**config.mk**
```make
export PLATFORM = sky130hd
export DESIGN_NAME = oscillator_source_config
export DESIGN_NICKNAME = d
export VERILOG_FILES = /design/src/rtl/osc_cfg_pkg.sv /design/src/rtl/oscillator_source_config.sv
export SDC_FILE = /design/constraint.sdc
export NUM_CORES = 1
export LEC_CHECK = 0
export ABC_AREA = 0
export BUFFER_PORTS_ARGS = -buffer_cell sky130_fd_sc_hd__buf_2
export CORE_ASPECT_RATIO = 0.8
export CORE_UTILIZATION = 40
export CTS_BUF_LIST = sky130_fd_sc_hd__clkbuf_4 sky130_fd_sc_hd__clkbuf_8 sky130_fd_sc_hd__clkbuf_16
export DETAILED_ROUTE_END_ITERATION = 16
export GPL_TIMING_DRIVEN = 0
export PLACE_DENSITY = 0.65
export SKIP_LAST_GASP = 1
export SYNTH_ARGS = -nofsm -noshare
export SYNTH_HDL_FRONTEND = slang
export SYNTH_SLANG_ARGS = --single-unit
```
**constraint.sdc**
```tcl
create_clock -name clk -period 3 [get_ports clk]
set_input_delay 0.3 -clock clk [delete_from_list [all_inputs] [get_ports clk]]
set_output_delay 0.3 -clock clk [all_outputs]
set_load 0.05 [all_outputs]
```
**src/rtl/osc_cfg_pkg.sv**
```systemverilog
package osc_cfg_pkg;
  // system clock source codes
  localparam logic [2:0] SRC_FAST_RC = 3'h0;
  localparam logic [2:0] SRC_FAST_RC_PLL = 3'h1;
  localparam logic [2:0] SRC_PRIMARY = 3'h2;
  localparam logic [2:0] SRC_PRIMARY_PLL = 3'h3;
  localparam logic [2:0] SRC_SECONDARY = 3'h4;
  localparam logic [2:0] SRC_LOW_POWER_RC = 3'h5;
  localparam logic [2:0] SRC_FAST_RC_DIV16 = 3'h6;
  localparam logic [2:0] SRC_FAST_RC_DIVN = 3'h7;
  // primary oscillator modes
  localparam logic [1:0] PMODE_EXT_CLOCK = 2'h0;
  localparam logic [1:0] PMODE_CRYSTAL = 2'h1;
  localparam logic [1:0] PMODE_HIGH_SPEED = 2'h2;
  localparam logic [1:0] PMODE_OFF = 2'h3;
  // switch and monitor modes
  localparam logic [1:0] SWMON_BOTH_ON = 2'h0;
  localparam logic [1:0] SWMON_SWITCH_ONLY = 2'h1;
  // source select config word fields
  localparam int SEL_SRC_LSB = 0;
  localparam int SEL_TWO_SPEED_BIT = 7;
  // oscillator config word fields
  localparam int OSC_MODE_LSB = 0;
  localparam int OSC_PIN_FN_BIT = 2;
  localparam int OSC_ONE_WAY_BIT = 5;
  localparam int OSC_SWMON_LSB = 6;
  // register indices
  localparam logic [2:0] ADDR_CONTROL = 3'h0;
  localparam logic [2:0] ADDR_DIVISOR = 3'h1;
  localparam logic [2:0] ADDR_FEEDBACK = 3'h2;
  localparam logic [2:0] ADDR_TUNING = 3'h3;
  localparam logic [2:0] ADDR_AUX = 3'h4;
  localparam logic [2:0] ADDR_SEL_WORD = 3'h5;
  localparam logic [2:0] ADDR_OSC_WORD = 3'h6;
  // control register fields
  localparam int CTL_CUR_LSB = 12;
  localparam int CTL_NEW_LSB = 8;
  localparam int CTL_CLK_LOCK = 7;
  localparam int CTL_IO_LOCK = 6;
  localparam int CTL_PLL_LOCK = 5;
  localparam int CTL_FAIL = 3;
  localparam int CTL_SEC_EN = 1;
  localparam int CTL_SWITCH_REQ = 0;
  // divisor register fields
  localparam int DIV_ROI_BIT = 15;
  localparam int DIV_DOZE_LSB = 12;
  localparam int DIV_DOZE_EN_BIT = 11;
  localparam int DIV_FRC_LSB = 8;
  localparam int DIV_POST_LSB = 6;
  localparam int DIV_PRE_LSB = 0;
  localparam logic [15:0] DIV_WRITE_MASK = 16'hffdf;
  // aux control fields
  localparam int AUX_MODE_LSB = 0;
  localparam int AUX_DIV_LSB = 2;
  // values after power-on reset
  localparam logic [15:0] DIVISOR_RESET = 16'h3040;
  localparam logic [8:0] FEEDBACK_RESET = 9'h030;
  localparam logic [5:0] TUNING_RESET = 6'h00;
  localparam logic [4:0] AUX_RESET = 5'h00;

  typedef enum logic [1:0] {
    ST_CAPTURE,
    ST_START,
    ST_RUN,
    ST_SWITCH
  } sw_state_t;
endpackage

```
**src/rtl/oscillator_source_config.sv**
```systemverilog
// Strobed register access and the address map were chosen for this implementation.
`timescale 1ns/100ps
// Summary of operation
// - at power-on the system clock comes from the initial source field.
// - initial source codes 000..111 map to the eight clock sources.
// - an erased device starts on fast RC through the divide-by-N stage.
// - after power-on, sources change only by the clock-switch mechanism or a fail monitor fallback to fast RC.
// - primary mode 11 off, 10 high-speed crystal, 01 crystal, 00 ext clock.
// - pin function bit one drives cycle clock out, zero leaves GPIO.
// - pin function bit ignored in crystal and high-speed crystal modes.
// - two-speed start runs fast RC first, then moves to chosen source.
// - switch mode 1x both off, 01 switching only, 00 both on.
// - one-way bit set allows one pin remap lock, else unlimited.
// - config words live in program memory, set only when programming.
// - primary codes combine with primary mode to pick crystal or clock.
// - run-time oscillator registers reset on power-on reset only.
// - control register handles switching, reports source, lock, failure.
// - divisor register holds doze, PLL pre/post and fast RC postscale.
// - tuning register trims fast RC frequency over a symmetric range.
// - aux clock register selects aux oscillator mode and divider.
// - instruction cycle clock is the system clock divided by two.
// - switch request bit starts a switch to new source, clears when done.
// - read-only current source field uses the initial source encoding.
module oscillator_source_config #(
  parameter int AddrWidth = 3
) (
  // clock and power-on reset
  input wire logic clk,
  input wire logic rst,
  // nonvolatile configuration words
  input wire logic [15:0] srcSelectCfgWord,
  input wire logic [15:0] oscCfgWord,
  // register port
  input wire logic [AddrWidth-1:0] regAddr,
  input wire logic [15:0] regWrData,
  input wire logic regWr,
  input wire logic regRd,
  output logic [15:0] regRdData,
  // oscillator status from the analog side
  input wire logic primaryReadyPin,
  input wire logic secondaryReadyPin,
  input wire logic pllLockPin,
  input wire logic clockFailPin,
  // interrupt event for doze recovery
  input wire logic intEvent,
  // clock tree controls
  output logic [2:0] activeSource,
  output logic [1:0] primaryMode,
  output logic primaryEnable,
  output logic pllEnable,
  output logic secondaryEnable,
  output logic failMonitorEnable,
  output logic switchEnabled,
  output logic dozeEnable,
  output logic [2:0] dozeRatio,
  output logic [2:0] frcPostscale,
  output logic [4:0] pllPrescale,
  output logic [1:0] pllPostscale,
  output logic [8:0] pllFeedback,
  output logic [5:0] rcTune,
  output logic [1:0] auxMode,
  output logic [2:0] auxDivide,
  output logic pinSelectWriteOk,
  output logic cfgReady,
  // instruction clock pin
  output logic oscPinOut,
  output logic oscPinOe,
  output logic oscPinIsGpio
);
  initial begin
    if (AddrWidth < 3) $error("AddrWidth must be at least 3");
  end
  function automatic logic usesPll(input logic [2:0] src);
    usesPll = (src == osc_cfg_pkg::SRC_FAST_RC_PLL) ||
              (src == osc_cfg_pkg::SRC_PRIMARY_PLL);
  endfunction
  function automatic logic usesPrimary(input logic [2:0] src);
    usesPrimary = (src == osc_cfg_pkg::SRC_PRIMARY) ||
                  (src == osc_cfg_pkg::SRC_PRIMARY_PLL);
  endfunction
  // analog status, two flops before use
  logic [3:0] statMeta_ff;
  logic [3:0] statSync_ff;
  always_ff @(posedge clk or posedge rst) begin
    if (rst) begin
      statMeta_ff <= 4'h0;
      statSync_ff <= 4'h0;
    end else begin
      statMeta_ff <= {clockFailPin, pllLockPin, secondaryReadyPin,
                      primaryReadyPin};
      statSync_ff <= statMeta_ff;
    end
  end
  wire priReady = statSync_ff[0];
  wire secReady = statSync_ff[1];
  wire pllLocked = statSync_ff[2];
  wire clkFailed = statSync_ff[3];
  // config words caught after reset release, never from a port under reset
  osc_cfg_pkg::sw_state_t state_ff;
  osc_cfg_pkg::sw_state_t nxt_state;
  logic [15:0] selWord_ff;
  logic [15:0] oscWord_ff;
  always_ff @(posedge clk or posedge rst) begin
    if (rst) begin
      selWord_ff <= 16'hffff;
      oscWord_ff <= 16'hffff;
    end else if (state_ff == osc_cfg_pkg::ST_CAPTURE) begin
      selWord_ff <= srcSelectCfgWord;
      oscWord_ff <= oscCfgWord;
    end
  end
  // config decode
  wire [2:0] initSrc = selWord_ff[osc_cfg_pkg::SEL_SRC_LSB +: 3];
  wire twoSpeed = selWord_ff[osc_cfg_pkg::SEL_TWO_SPEED_BIT];
  wire [1:0] priMode = oscWord_ff[osc_cfg_pkg::OSC_MODE_LSB +: 2];
  wire pinFunction = oscWord_ff[osc_cfg_pkg::OSC_PIN_FN_BIT];
  wire oneWay = oscWord_ff[osc_cfg_pkg::OSC_ONE_WAY_BIT];
  wire [1:0] swMon = oscWord_ff[osc_cfg_pkg::OSC_SWMON_LSB +: 2];
  wire crystalMode = (priMode == osc_cfg_pkg::PMODE_CRYSTAL) ||
                     (priMode == osc_cfg_pkg::PMODE_HIGH_SPEED);
  wire priUsable = priMode != osc_cfg_pkg::PMODE_OFF;
  wire cfgSwitchOk = !swMon[1];
  wire monitorOn = swMon == osc_cfg_pkg::SWMON_BOTH_ON;
  // register bank
  logic [2:0] curSrc_ff;
  logic [2:0] target_ff;
  logic [2:0] newSrc_ff;
  logic switchReq_ff;
  logic clkLock_ff;
  logic ioLock_ff;
  logic fail_ff;
  logic secEn_ff;
  logic [15:0] divisor_ff;
  logic [8:0] feedback_ff;
  logic [5:0] tuning_ff;
  logic [4:0] aux_ff;
  logic [15:0] rdData_ff;
  logic fcyPhase_ff;
  // clock lock only counts with switching on and monitor off
  wire clkLockOn = clkLock_ff && (swMon == osc_cfg_pkg::SWMON_SWITCH_ONLY);
  wire switchOk = cfgSwitchOk && !clkLockOn;
  function automatic logic srcReady(input logic [2:0] src,
                                    input logic pri, input logic sec,
                                    input logic lock, input logic priOn);
    logic rdy;
    rdy = 1'b1;
    if (usesPrimary(src)) rdy = pri && priOn;
    if (src == osc_cfg_pkg::SRC_SECONDARY) rdy = sec;
    if (usesPll(src)) rdy = rdy && lock;
    srcReady = rdy;
  endfunction
  // address decode
  wire addrHiZero = (regAddr >> 3) == '0;
  wire [2:0] addrLo = regAddr[2:0];
  wire wrCtl = regWr && addrHiZero && addrLo == osc_cfg_pkg::ADDR_CONTROL;
  wire wrDiv = regWr && addrHiZero && addrLo == osc_cfg_pkg::ADDR_DIVISOR;
  wire wrFbd = regWr && addrHiZero && addrLo == osc_cfg_pkg::ADDR_FEEDBACK;
  wire wrTun = regWr && addrHiZero && addrLo == osc_cfg_pkg::ADDR_TUNING;
  wire wrAux = regWr && addrHiZero && addrLo == osc_cfg_pkg::ADDR_AUX;
  // switching sequencer
  wire targetReady = srcReady(target_ff, priReady, secReady, pllLocked,
                              priUsable);
  wire failTake = monitorOn && clkFailed &&
                  curSrc_ff != osc_cfg_pkg::SRC_FAST_RC &&
                  (state_ff == osc_cfg_pkg::ST_RUN ||
                   state_ff == osc_cfg_pkg::ST_SWITCH);
  wire startTwoSpeed = twoSpeed && initSrc != osc_cfg_pkg::SRC_FAST_RC;
  logic [2:0] nxt_curSrc;
  logic [2:0] nxt_target;
  logic reqDone;
  always_comb begin
    nxt_state = state_ff;
    nxt_curSrc = curSrc_ff;
    nxt_target = target_ff;
    reqDone = 1'b0;
    unique case (state_ff)
      osc_cfg_pkg::ST_CAPTURE: begin
        nxt_state = osc_cfg_pkg::ST_START;
      end
      osc_cfg_pkg::ST_START: begin
        nxt_target = initSrc;
        if (startTwoSpeed) begin
          nxt_curSrc = osc_cfg_pkg::SRC_FAST_RC;
          nxt_state = osc_cfg_pkg::ST_SWITCH;
        end else begin
          nxt_curSrc = initSrc;
          nxt_state = osc_cfg_pkg::ST_RUN;
        end
      end
      osc_cfg_pkg::ST_RUN: begin
        if (switchReq_ff) begin
          reqDone = 1'b1; // dropped when locked
          if (switchOk) begin
            reqDone = 1'b0;
            nxt_target = newSrc_ff;
            nxt_state = osc_cfg_pkg::ST_SWITCH;
          end
        end
      end
      osc_cfg_pkg::ST_SWITCH: begin
        if (targetReady) begin
          nxt_curSrc = target_ff;
          reqDone = 1'b1;
          nxt_state = osc_cfg_pkg::ST_RUN;
        end
      end
    endcase
    if (failTake) begin
      // monitor falls back to fast RC and abandons any switch
      nxt_curSrc = osc_cfg_pkg::SRC_FAST_RC;
      reqDone = 1'b1;
      nxt_state = osc_cfg_pkg::ST_RUN;
    end
  end

  always_ff @(posedge clk or posedge rst) begin
    if (rst) begin
      state_ff <= osc_cfg_pkg::ST_CAPTURE;
      curSrc_ff <= osc_cfg_pkg::SRC_FAST_RC_DIVN;
      target_ff <= osc_cfg_pkg::SRC_FAST_RC_DIVN;
    end else begin
      state_ff <= nxt_state;
      curSrc_ff <= nxt_curSrc;
      target_ff <= nxt_target;
    end
  end
  // control register; software writes win over hardware clears
  wire nxt_switchReq = wrCtl ? regWrData[osc_cfg_pkg::CTL_SWITCH_REQ] :
                       (reqDone ? 1'b0 : switchReq_ff);
  wire nxt_ioLock = wrCtl ? (regWrData[osc_cfg_pkg::CTL_IO_LOCK] |
                             (oneWay & ioLock_ff)) : ioLock_ff;
  wire nxt_fail = failTake ||
                  (fail_ff && !(wrCtl && !regWrData[osc_cfg_pkg::CTL_FAIL]));
  always_ff @(posedge clk or posedge rst) begin
    if (rst) begin
      newSrc_ff <= osc_cfg_pkg::SRC_FAST_RC_DIVN;
      switchReq_ff <= 1'b0;
      clkLock_ff <= 1'b0;
      ioLock_ff <= 1'b0;
      fail_ff <= 1'b0;
      secEn_ff <= 1'b0;
    end else begin
      if (state_ff == osc_cfg_pkg::ST_START) begin
        newSrc_ff <= initSrc;
      end else if (wrCtl) begin
        newSrc_ff <= regWrData[osc_cfg_pkg::CTL_NEW_LSB +: 3];
      end
      switchReq_ff <= nxt_switchReq;
      clkLock_ff <= clkLock_ff | (wrCtl & regWrData[osc_cfg_pkg::CTL_CLK_LOCK]);
      ioLock_ff <= nxt_ioLock;
      fail_ff <= nxt_fail;
      if (wrCtl) begin
        secEn_ff <= regWrData[osc_cfg_pkg::CTL_SEC_EN];
      end
    end
  end
  // divisor, feedback, tuning and aux registers; power-on reset only
  wire roiOn = divisor_ff[osc_cfg_pkg::DIV_ROI_BIT];
  wire [15:0] divWritten = wrDiv ? (regWrData & osc_cfg_pkg::DIV_WRITE_MASK)
                                 : divisor_ff;
  // an interrupt beats a same-cycle write that would set doze again
  wire [15:0] nxt_divisor = (intEvent && roiOn) ?
      (divWritten & ~(16'h0001 << osc_cfg_pkg::DIV_DOZE_EN_BIT)) : divWritten;
  always_ff @(posedge clk or posedge rst) begin
    if (rst) begin
      divisor_ff <= osc_cfg_pkg::DIVISOR_RESET;
      feedback_ff <= osc_cfg_pkg::FEEDBACK_RESET;
      tuning_ff <= osc_cfg_pkg::TUNING_RESET;
      aux_ff <= osc_cfg_pkg::AUX_RESET;
    end else begin
      divisor_ff <= nxt_divisor;
      if (wrFbd) feedback_ff <= regWrData[8:0];
      if (wrTun) tuning_ff <= regWrData[5:0];
      if (wrAux) aux_ff <= regWrData[4:0];
    end
  end
  // read path, data valid the cycle after the strobe
  wire [15:0] ctlView = {1'b0, curSrc_ff, 1'b0, newSrc_ff, clkLock_ff,
                         ioLock_ff, pllLocked, 1'b0, fail_ff, 1'b0, secEn_ff,
                         switchReq_ff};
  logic [15:0] rdMux;
  always_comb begin
    rdMux = 16'h0000;
    if (addrHiZero) begin
      unique case (addrLo)
        osc_cfg_pkg::ADDR_CONTROL: rdMux = ctlView;
        osc_cfg_pkg::ADDR_DIVISOR: rdMux = divisor_ff;
        osc_cfg_pkg::ADDR_FEEDBACK: rdMux = {7'h00, feedback_ff};
        osc_cfg_pkg::ADDR_TUNING: rdMux = {10'h000, tuning_ff};
        osc_cfg_pkg::ADDR_AUX: rdMux = {11'h000, aux_ff};
        osc_cfg_pkg::ADDR_SEL_WORD: rdMux = selWord_ff;
        osc_cfg_pkg::ADDR_OSC_WORD: rdMux = oscWord_ff;
        default: rdMux = 16'h0000;
      endcase
    end
  end
  always_ff @(posedge clk or posedge rst) begin
    if (rst) begin
      rdData_ff <= 16'h0000;
    end else if (regRd) begin
      rdData_ff <= rdMux;
    end else begin
      rdData_ff <= 16'h0000;
    end
  end
  // cycle clock: half the system clock rate
  always_ff @(posedge clk or posedge rst) begin
    if (rst) begin
      fcyPhase_ff <= 1'b0;
    end else begin
      fcyPhase_ff <= ~fcyPhase_ff;
    end
  end

  wire running = state_ff == osc_cfg_pkg::ST_RUN ||
                 state_ff == osc_cfg_pkg::ST_SWITCH;
  // pin belongs to the crystal in crystal modes
  wire pinDrive = running && pinFunction && !crystalMode;
  wire inSwitch = state_ff == osc_cfg_pkg::ST_SWITCH;

  assign regRdData = rdData_ff;
  assign activeSource = curSrc_ff;
  assign primaryMode = priMode;
  assign primaryEnable = priUsable && (usesPrimary(curSrc_ff) ||
                         (inSwitch && usesPrimary(target_ff)));
  assign pllEnable = usesPll(curSrc_ff) ||
                     (inSwitch && usesPll(target_ff));
  assign secondaryEnable = secEn_ff ||
                           curSrc_ff == osc_cfg_pkg::SRC_SECONDARY;
  assign failMonitorEnable = monitorOn && running;
  assign switchEnabled = switchOk;
  assign dozeEnable = divisor_ff[osc_cfg_pkg::DIV_DOZE_EN_BIT];
  assign dozeRatio = divisor_ff[osc_cfg_pkg::DIV_DOZE_LSB +: 3];
  assign frcPostscale = divisor_ff[osc_cfg_pkg::DIV_FRC_LSB +: 3];
  assign pllPrescale = divisor_ff[osc_cfg_pkg::DIV_PRE_LSB +: 5];
  assign pllPostscale = divisor_ff[osc_cfg_pkg::DIV_POST_LSB +: 2];
  assign pllFeedback = feedback_ff;
  assign rcTune = tuning_ff;
  assign auxMode = aux_ff[osc_cfg_pkg::AUX_MODE_LSB +: 2];
  assign auxDivide = aux_ff[osc_cfg_pkg::AUX_DIV_LSB +: 3];
  assign pinSelectWriteOk = !ioLock_ff;
  assign cfgReady = running;
  assign oscPinOut = fcyPhase_ff;
  assign oscPinOe = pinDrive;
  assign oscPinIsGpio = running && !pinFunction && !crystalMode;
endmodule

```
==> qor.yml, run 1 <==
crit_required_ns: 2.70
n_antenna_cell: 0
dp_slack_ns: 1.27
grt-ovfl-total: 0
postSynthCellCount: 392
whs_ns: 0.0178
synthFlopType: "dfrtp_1"
drtIter0Drc: 189
ys_types: 51
layout_min_cycle_time_ns: 2.11
post_cts_buffers: 0
ioPinCount: 125
finalWirelength_mm: 13.3
hp-class: "in2async"
syn2layout_area_growth_pct: 23.9
synth_seq_cells: 108
antenna_found_initial: 1
clockBufferDepth: 2
slew_violations: 0
worst_slew_pin_slew_ns: 0.663
finalCritPeriodShare: 0.704
place.port_buffers: 123
fin_area_sq_um: 6210
grt_max_degree: 36
utilization: 0.509
grt_pass1_wl_mm: 20.8
crit_path_max_fanout: 10
cp.arrival_ns: 1.81
wl_per_cell_um: 18.9
ys_seq_area_frac: 0.551
fmax_mhz: 474
crit_path_end_kind: "output port"
async_flop_share: 1.00
rr_worst_depth: 3
via_per_inst: 5.18
drive_above_1_share: 0.556
hpwlAfterDp_mm: 9.92
grt_use_total: 0.218
core_sq_um: 12200
first_pass_iters: 5
layout_commonest_cell: "buf_2"
cts.clk_slew.worst_paths_ns: 0.07
ant_nets: 0
p_leak_nw: 2.80
n_fill_cell: 1105
startpoint_type: "flop"
status: "finished, final reports clean"
syn_area_per_cell_sq_um: 12.8
criticalPathCategory: "reg2out"
chipHeight_um: 102
die_area_sq_um: 13000
route.detailed.drc: 0
power_density_nw_per_um2: 730
vias: 3649
cap_violations: 0
setup_tns_ns: 0
rsz0062_at_grt: "no"
syn_nets: 453
yosysWarnings: 0
vdd_drop_max_v: 0.000288
placementRows: 36
finalSetupViolCount: 0
cts_buffers: 9
cts_htree_levels: 3
nets: 590
mostFrequentLayoutCells: "buf_2 (133), mux2_2 (65), dfrtp_1 (62)"
cts.sinks: 108
finalWorstSetupSlack_ns: 0.889
skew_ns: 0.00690
grt_pass1_vias: 3658
globalplace.congestion: 0.912
cts_root_buf: "clkbuf_16"
cts_hold_buf: 0
start_util: 0.411
max-slew-margin-rel: 0.558
hold_viol_final: 0
cts_resized: 0
cts_tree: "built"
synth_edf_count: 0
synth_area_sq_um: 5010
die_w_um: 127
post_dp_cell_area_sq_um: 5910
clk_latency_ns: 0.35
==> cell usage after synthesis, types with 3 or more instances <==
master	number	area, sq um
nor2b_1	4	25.0
clkbuf_1	3	11.3
mux2i_1	16	160
buf_6	3	33.8
mux2_2	65	732
o21ai_0	11	55.1
buf_4	19	143
a211oi_1	9	67.6
a22o_1	9	78.8
a21oi_1	9	45.0
nand2_1	22	82.6
inv_1	6	22.5
and2b_1	3	22.5
dfstp_2	46	1210
nand3_1	6	30.0
o21ai_1	4	20.0
nor2_1	17	63.8
dfrtp_1	62	1550
mux2_1	9	101
a22oi_1	15	113
a21o_1	4	30.0
nand2b_1	7	43.8
buf_2	10	50.1
==> critical path, cell delays in order, from the launching register on <==
cell and delay [ns]:
dfrtp_1 0.44, buf_2 0.25, nand2_1 0.09, nor2_1 0.19, nand2_1 0.08, a21oi_1 0.13
buf_2 0.28
==> worst paths after layout <==
path                              startpoint             end  slack [ns]
setup / recovery                 state_ff[1]   primaryEnable        0.89
hold reg to reg               statMeta_ff[1]  statSync_ff[1]        0.35
setup reg to reg                 state_ff[1]   oscWord_ff[1]        1.36
min in group clk           secondaryReadyPin  statMeta_ff[1]        0.05
hold / removal                           rst       oscPinOut        0.02
max in group asynchronous                rst   selWord_ff[4]        1.93
==> metrics by stage <==
| stage | instances | power [mW] |
|---|---|---|
| after floorplan | 392 | 2.98 |
| after global routing | 705 | 4.74 |
| final | 705 | 4.53 |
| after detailed placement | 689 | 3.37 |
| after CTS | 705 | 4.57 |
| after global placement | 686 | 3.32 |
==> power breakdown <==
part / total, mW / internal (mW) / switching, mW
Combinational: 1.39 / 0.469 / 0.917
Sequential: 1.95 / 1.73 / 0.221
Clock: 1.19 / 0.674 / 0.519
Total: 4.53 / 2.88 / 1.66
==> state kept, by name, summed over array words and instances, names as in the netlist <==
register / cells
oscWord_ff: 16
regRdData: 16
selWord_ff: 16
divisor_ff: 15
pllFeedback: 9
rcTune: 6
aux_ff: 5
statMeta_ff: 4
statSync_ff: 4
activeSource: 3
newSrc_ff: 3
target_ff: 3
state_ff: 2
clkLock_ff: 1
fail_ff: 1
ioLock_ff: 1
oscPinOut: 1
secEn_ff: 1
switchReq_ff: 1
==> cell families after synthesis <==
| group | synth area share |
|---|---|
| mux | 0.198 |
| flops | 0.551 |
| buf+inv | 0.0519 |
| fa+ha+maj | 0.00250 |
| compound gates | 0.112 |
| simple gates | 0.0849 |
==> metal layers <==
metal  track usage  share of wire
met5             0        0.00097
met4        0.0604          0.015
met1         0.311           0.49
met2         0.333           0.44
met3        0.0508          0.058
==> final cells by class <==
cell class | count | area (sq um) | area share
repair buffers | 126 | 683 | 0.110
multi-input cells | 243 | 1990 | 0.321
well taps | 171 | 214 | 0.0345
flip-flops and latches | 108 | 2760 | 0.444
inverters | 6 | 26.3 | 0.00423
clock buffers | 12 | 248 | 0.0399
clock inverters | 4 | 50.0 | 0.00806
plain buffers | 35 | 238 | 0.0383
Note: power is estimated with default switching activity, not from simulation.
==> inputs of run 2 (changes only) <==
Settings changed: PLACE_DENSITY 0.65 to not set.
Clock period 3 ns to 2.1 ns, I/O delays scaled along.
==> run 2 against run 1 <==
  * Flip-flop and latch count did not move
  * Setup slack got worse by 0.75 ns
  * Hold slack improved by 0.0090 ns
  * Final cell count rose by 0.85%
  * Critical endpoint unchanged
==> qor.yml, run 2 (synthesized netlist as in run 1, its figures left out) <==
multiInputGateArea_sq_um: 2000  # was 1990 sq um
cts_htree_levels: 3  # unchanged
cts.sinks: 108  # unchanged
mostFrequentLayoutCells: "buf_2 (131), mux2_2 (65), dfrtp_1 (62)"  # was buf_2 (133), mux2_2 (65), dfrtp_1 (62)
finalCritPeriodShare: 0.932
finalSetupViolCount: 0  # unchanged
cts_root_buf: "clkbuf_16"  # unchanged
ioPinCount: 125  # unchanged
busiest_layer: "met2"  # unchanged
startpoint_type: "flop"  # unchanged
r2r_end: "oscWord_ff[1]"  # unchanged
hpwlAfterDp_mm: 9.84  # was 9.92 mm
clk_latency_ns: 0.35  # about the same
cp.arrival_ns: 1.75  # was 1.81 ns
grt_max_degree: 42  # was 36
rr_worst_depth: 3  # unchanged
min_from: "intEvent"
syn2layout_area_growth_pct: 25.5  # was 23.9%
via_per_inst: 5.25  # was 5.18
grt_pass1_wl_mm: 20.9  # was 20.8 mm
crit_path_start: "state_ff[1]"  # unchanged
antenna_found_initial: 2  # was 1
core_sq_um: 12200  # unchanged
min_path_cells: 2
grt_use_total: 0.220  # was 0.218
rrSetupSlack_ns: 0.46  # was 1.36 ns
cp_cell_sequence: "clkbuf_4, nand2_1, nor2_1, nand2_1, a21oi_1, clkbuf_4"  # was buf_2, nand2_1, nor2_1, nand2_1, a21oi_1, buf_2
finalWirelength_mm: 13.4  # was 13.3 mm
drtIter0Drc: 173  # was 189
die_w_um: 127  # unchanged
rsz0062_at_grt: "no"  # unchanged
met1_usage: 0.304  # was 0.311
crit_path_max_fanout: 10  # unchanged
skew_ns: 0.00627  # was 0.00690 ns
ff_latch_area_sq_um: 2760  # unchanged
worst_slew_pin_slew_ns: 0.586  # was 0.663 ns
globalplace.congestion: 0.839  # was 0.912
cts_buffers: 9  # unchanged
wl_per_cell_um: 18.9  # about the same
vdd_drop_max_v: 0.000598  # was 0.000288 V
status: "finished, final reports clean"  # unchanged
hp-class: "in2reg"  # was in2async
layout_commonest_cell: "buf_2"  # unchanged
drive_above_1_share: 0.553  # was 0.556
r2r-start: "state_ff[0]"  # was state_ff[1]
chipHeight_um: 102  # unchanged
grt-ovfl-total: 0  # unchanged
utilization: 0.515  # was 0.509
setup_tns_ns: 0  # unchanged
route.detailed.drc: 0  # unchanged
crit_path_end_kind: "output port"  # unchanged
cts.clk_slew.worst_paths_ns: 0.07  # about the same
criticalPathCategory: "reg2out"  # unchanged
cap_violations: 0  # unchanged
critPathBufInv: 2  # unchanged
n_fill_cell: 1092  # was 1105
die_area_sq_um: 13000  # unchanged
power_density_nw_per_um2: 1050  # was 730 nW/um^2
layout_min_cycle_time_ns: 1.96
cts_tree: "built"  # unchanged
start_util: 0.411  # unchanged
ant_nets: 0  # unchanged
cp_slowest_cell: "dfrtp_1"  # unchanged
grt_use_met3: 0.0654  # was 0.0508
hold_viol_final: 0  # unchanged
post_cts_buffers: 0  # unchanged
grt_use_met2: 0.333  # about the same
crit_family: "buffers and inverters"  # unchanged
fmax_mhz: 511
first_pass_iters: 5  # unchanged
placementRows: 36  # unchanged
crit_required_ns: 1.89  # was 2.70 ns
slew_violations: 0  # unchanged
vias: 3730  # was 3649
nets: 595  # was 590
clockBufferDepth: 2  # unchanged
grt_pass1_vias: 3679  # was 3658
p_leak_nw: 2.85  # was 2.80 nW
max-slew-margin-rel: 0.609  # was 0.558
max_stage_delay_ns: 0.42  # was 0.44 ns
hold_path_end: "divisor_ff[11]"
place.port_buffers: 123  # unchanged
[run 2: cell types whose count changed in the layout (fill, tap and decap cells not counted), moves of 2 or more]
cell           previous run  this run
dlygate4sd3_1             0         5
buf_2                   133       131
clkinv_2                  1         3
clkinvlp_4                3         1
[run 2: through the flow]
step | cells | hold WS, ns | instance area, sq um | worst slack (ns) | power, mW
4_1_cts | 710 | 0.0151 | 6280 | 0.103 | 6.65
5_1_grt | 710 | 0.0277 | 6290 | 0.0137 | 6.92
2_1_floorplan | 392 | 0.241 | 5020 | 0.211 | 4.26
6_report | 711 | 0.0267 | 6290 | 0.142 | 6.61
3_5_place_dp | 689 | 0.0887 | 5910 | 0.487 | 4.80
3_3_place_gp | 686 | 0.320 | 5850 | -0.0876 | 4.75
[run 2: worst reg2reg max path, stage by stage, from the launching register on]
cell,delay [ns]
dfrtp_1,0.46
nor2_2,0.32
buf_2,0.41
mux2_2,0.39
[run 2: metal layers]
layer | share of wire | vias to the layer above
li1 | - | 1690
met1 | 0.46 | 1873
met2 | 0.45 | 149
met3 | 0.073 | 16
met4 | 0.018 | 2
met5 | 0.00075 | -
[run 2: repair_timing]
| action | in CTS | in global routing |
|---|---|---|
| endpoints found under the hold margin | 20 | 0 |
| resized for setup | 0 | 2 |
| endpoints found under the setup margin | 0 | 1 |
| hold buffers | 5 | 0 |
[run 2: worst max path at each step]
stage / depth (start not counted) / end
floorplan: 3 / target_ff[0]
global placement: 2 / rcTune[4]
detailed placement: 6 / primaryEnable
CTS: 6 / primaryEnable
global route: 6 / primaryEnable
finish: 6 / primaryEnable
[run 2: final cells by class]
cell class                      count  share of cell area
Clock inverter                      5              0.0119
Multi-Input combinational cell    243               0.317
Sequential cell                   108               0.439
Clock buffer                       11              0.0392
Timing Repair Buffer              131               0.116
Buffer                             35              0.0382
Inverter                            6             0.00418
Antenna cell                        1            0.000398
Tap cell                          171              0.0340
[run 2: power breakdown]
part           internal [mW]  switching [mW]
Combinational          0.678            1.30
Sequential              2.48           0.320
Clock                   1.09           0.742
Total                   4.24            2.37
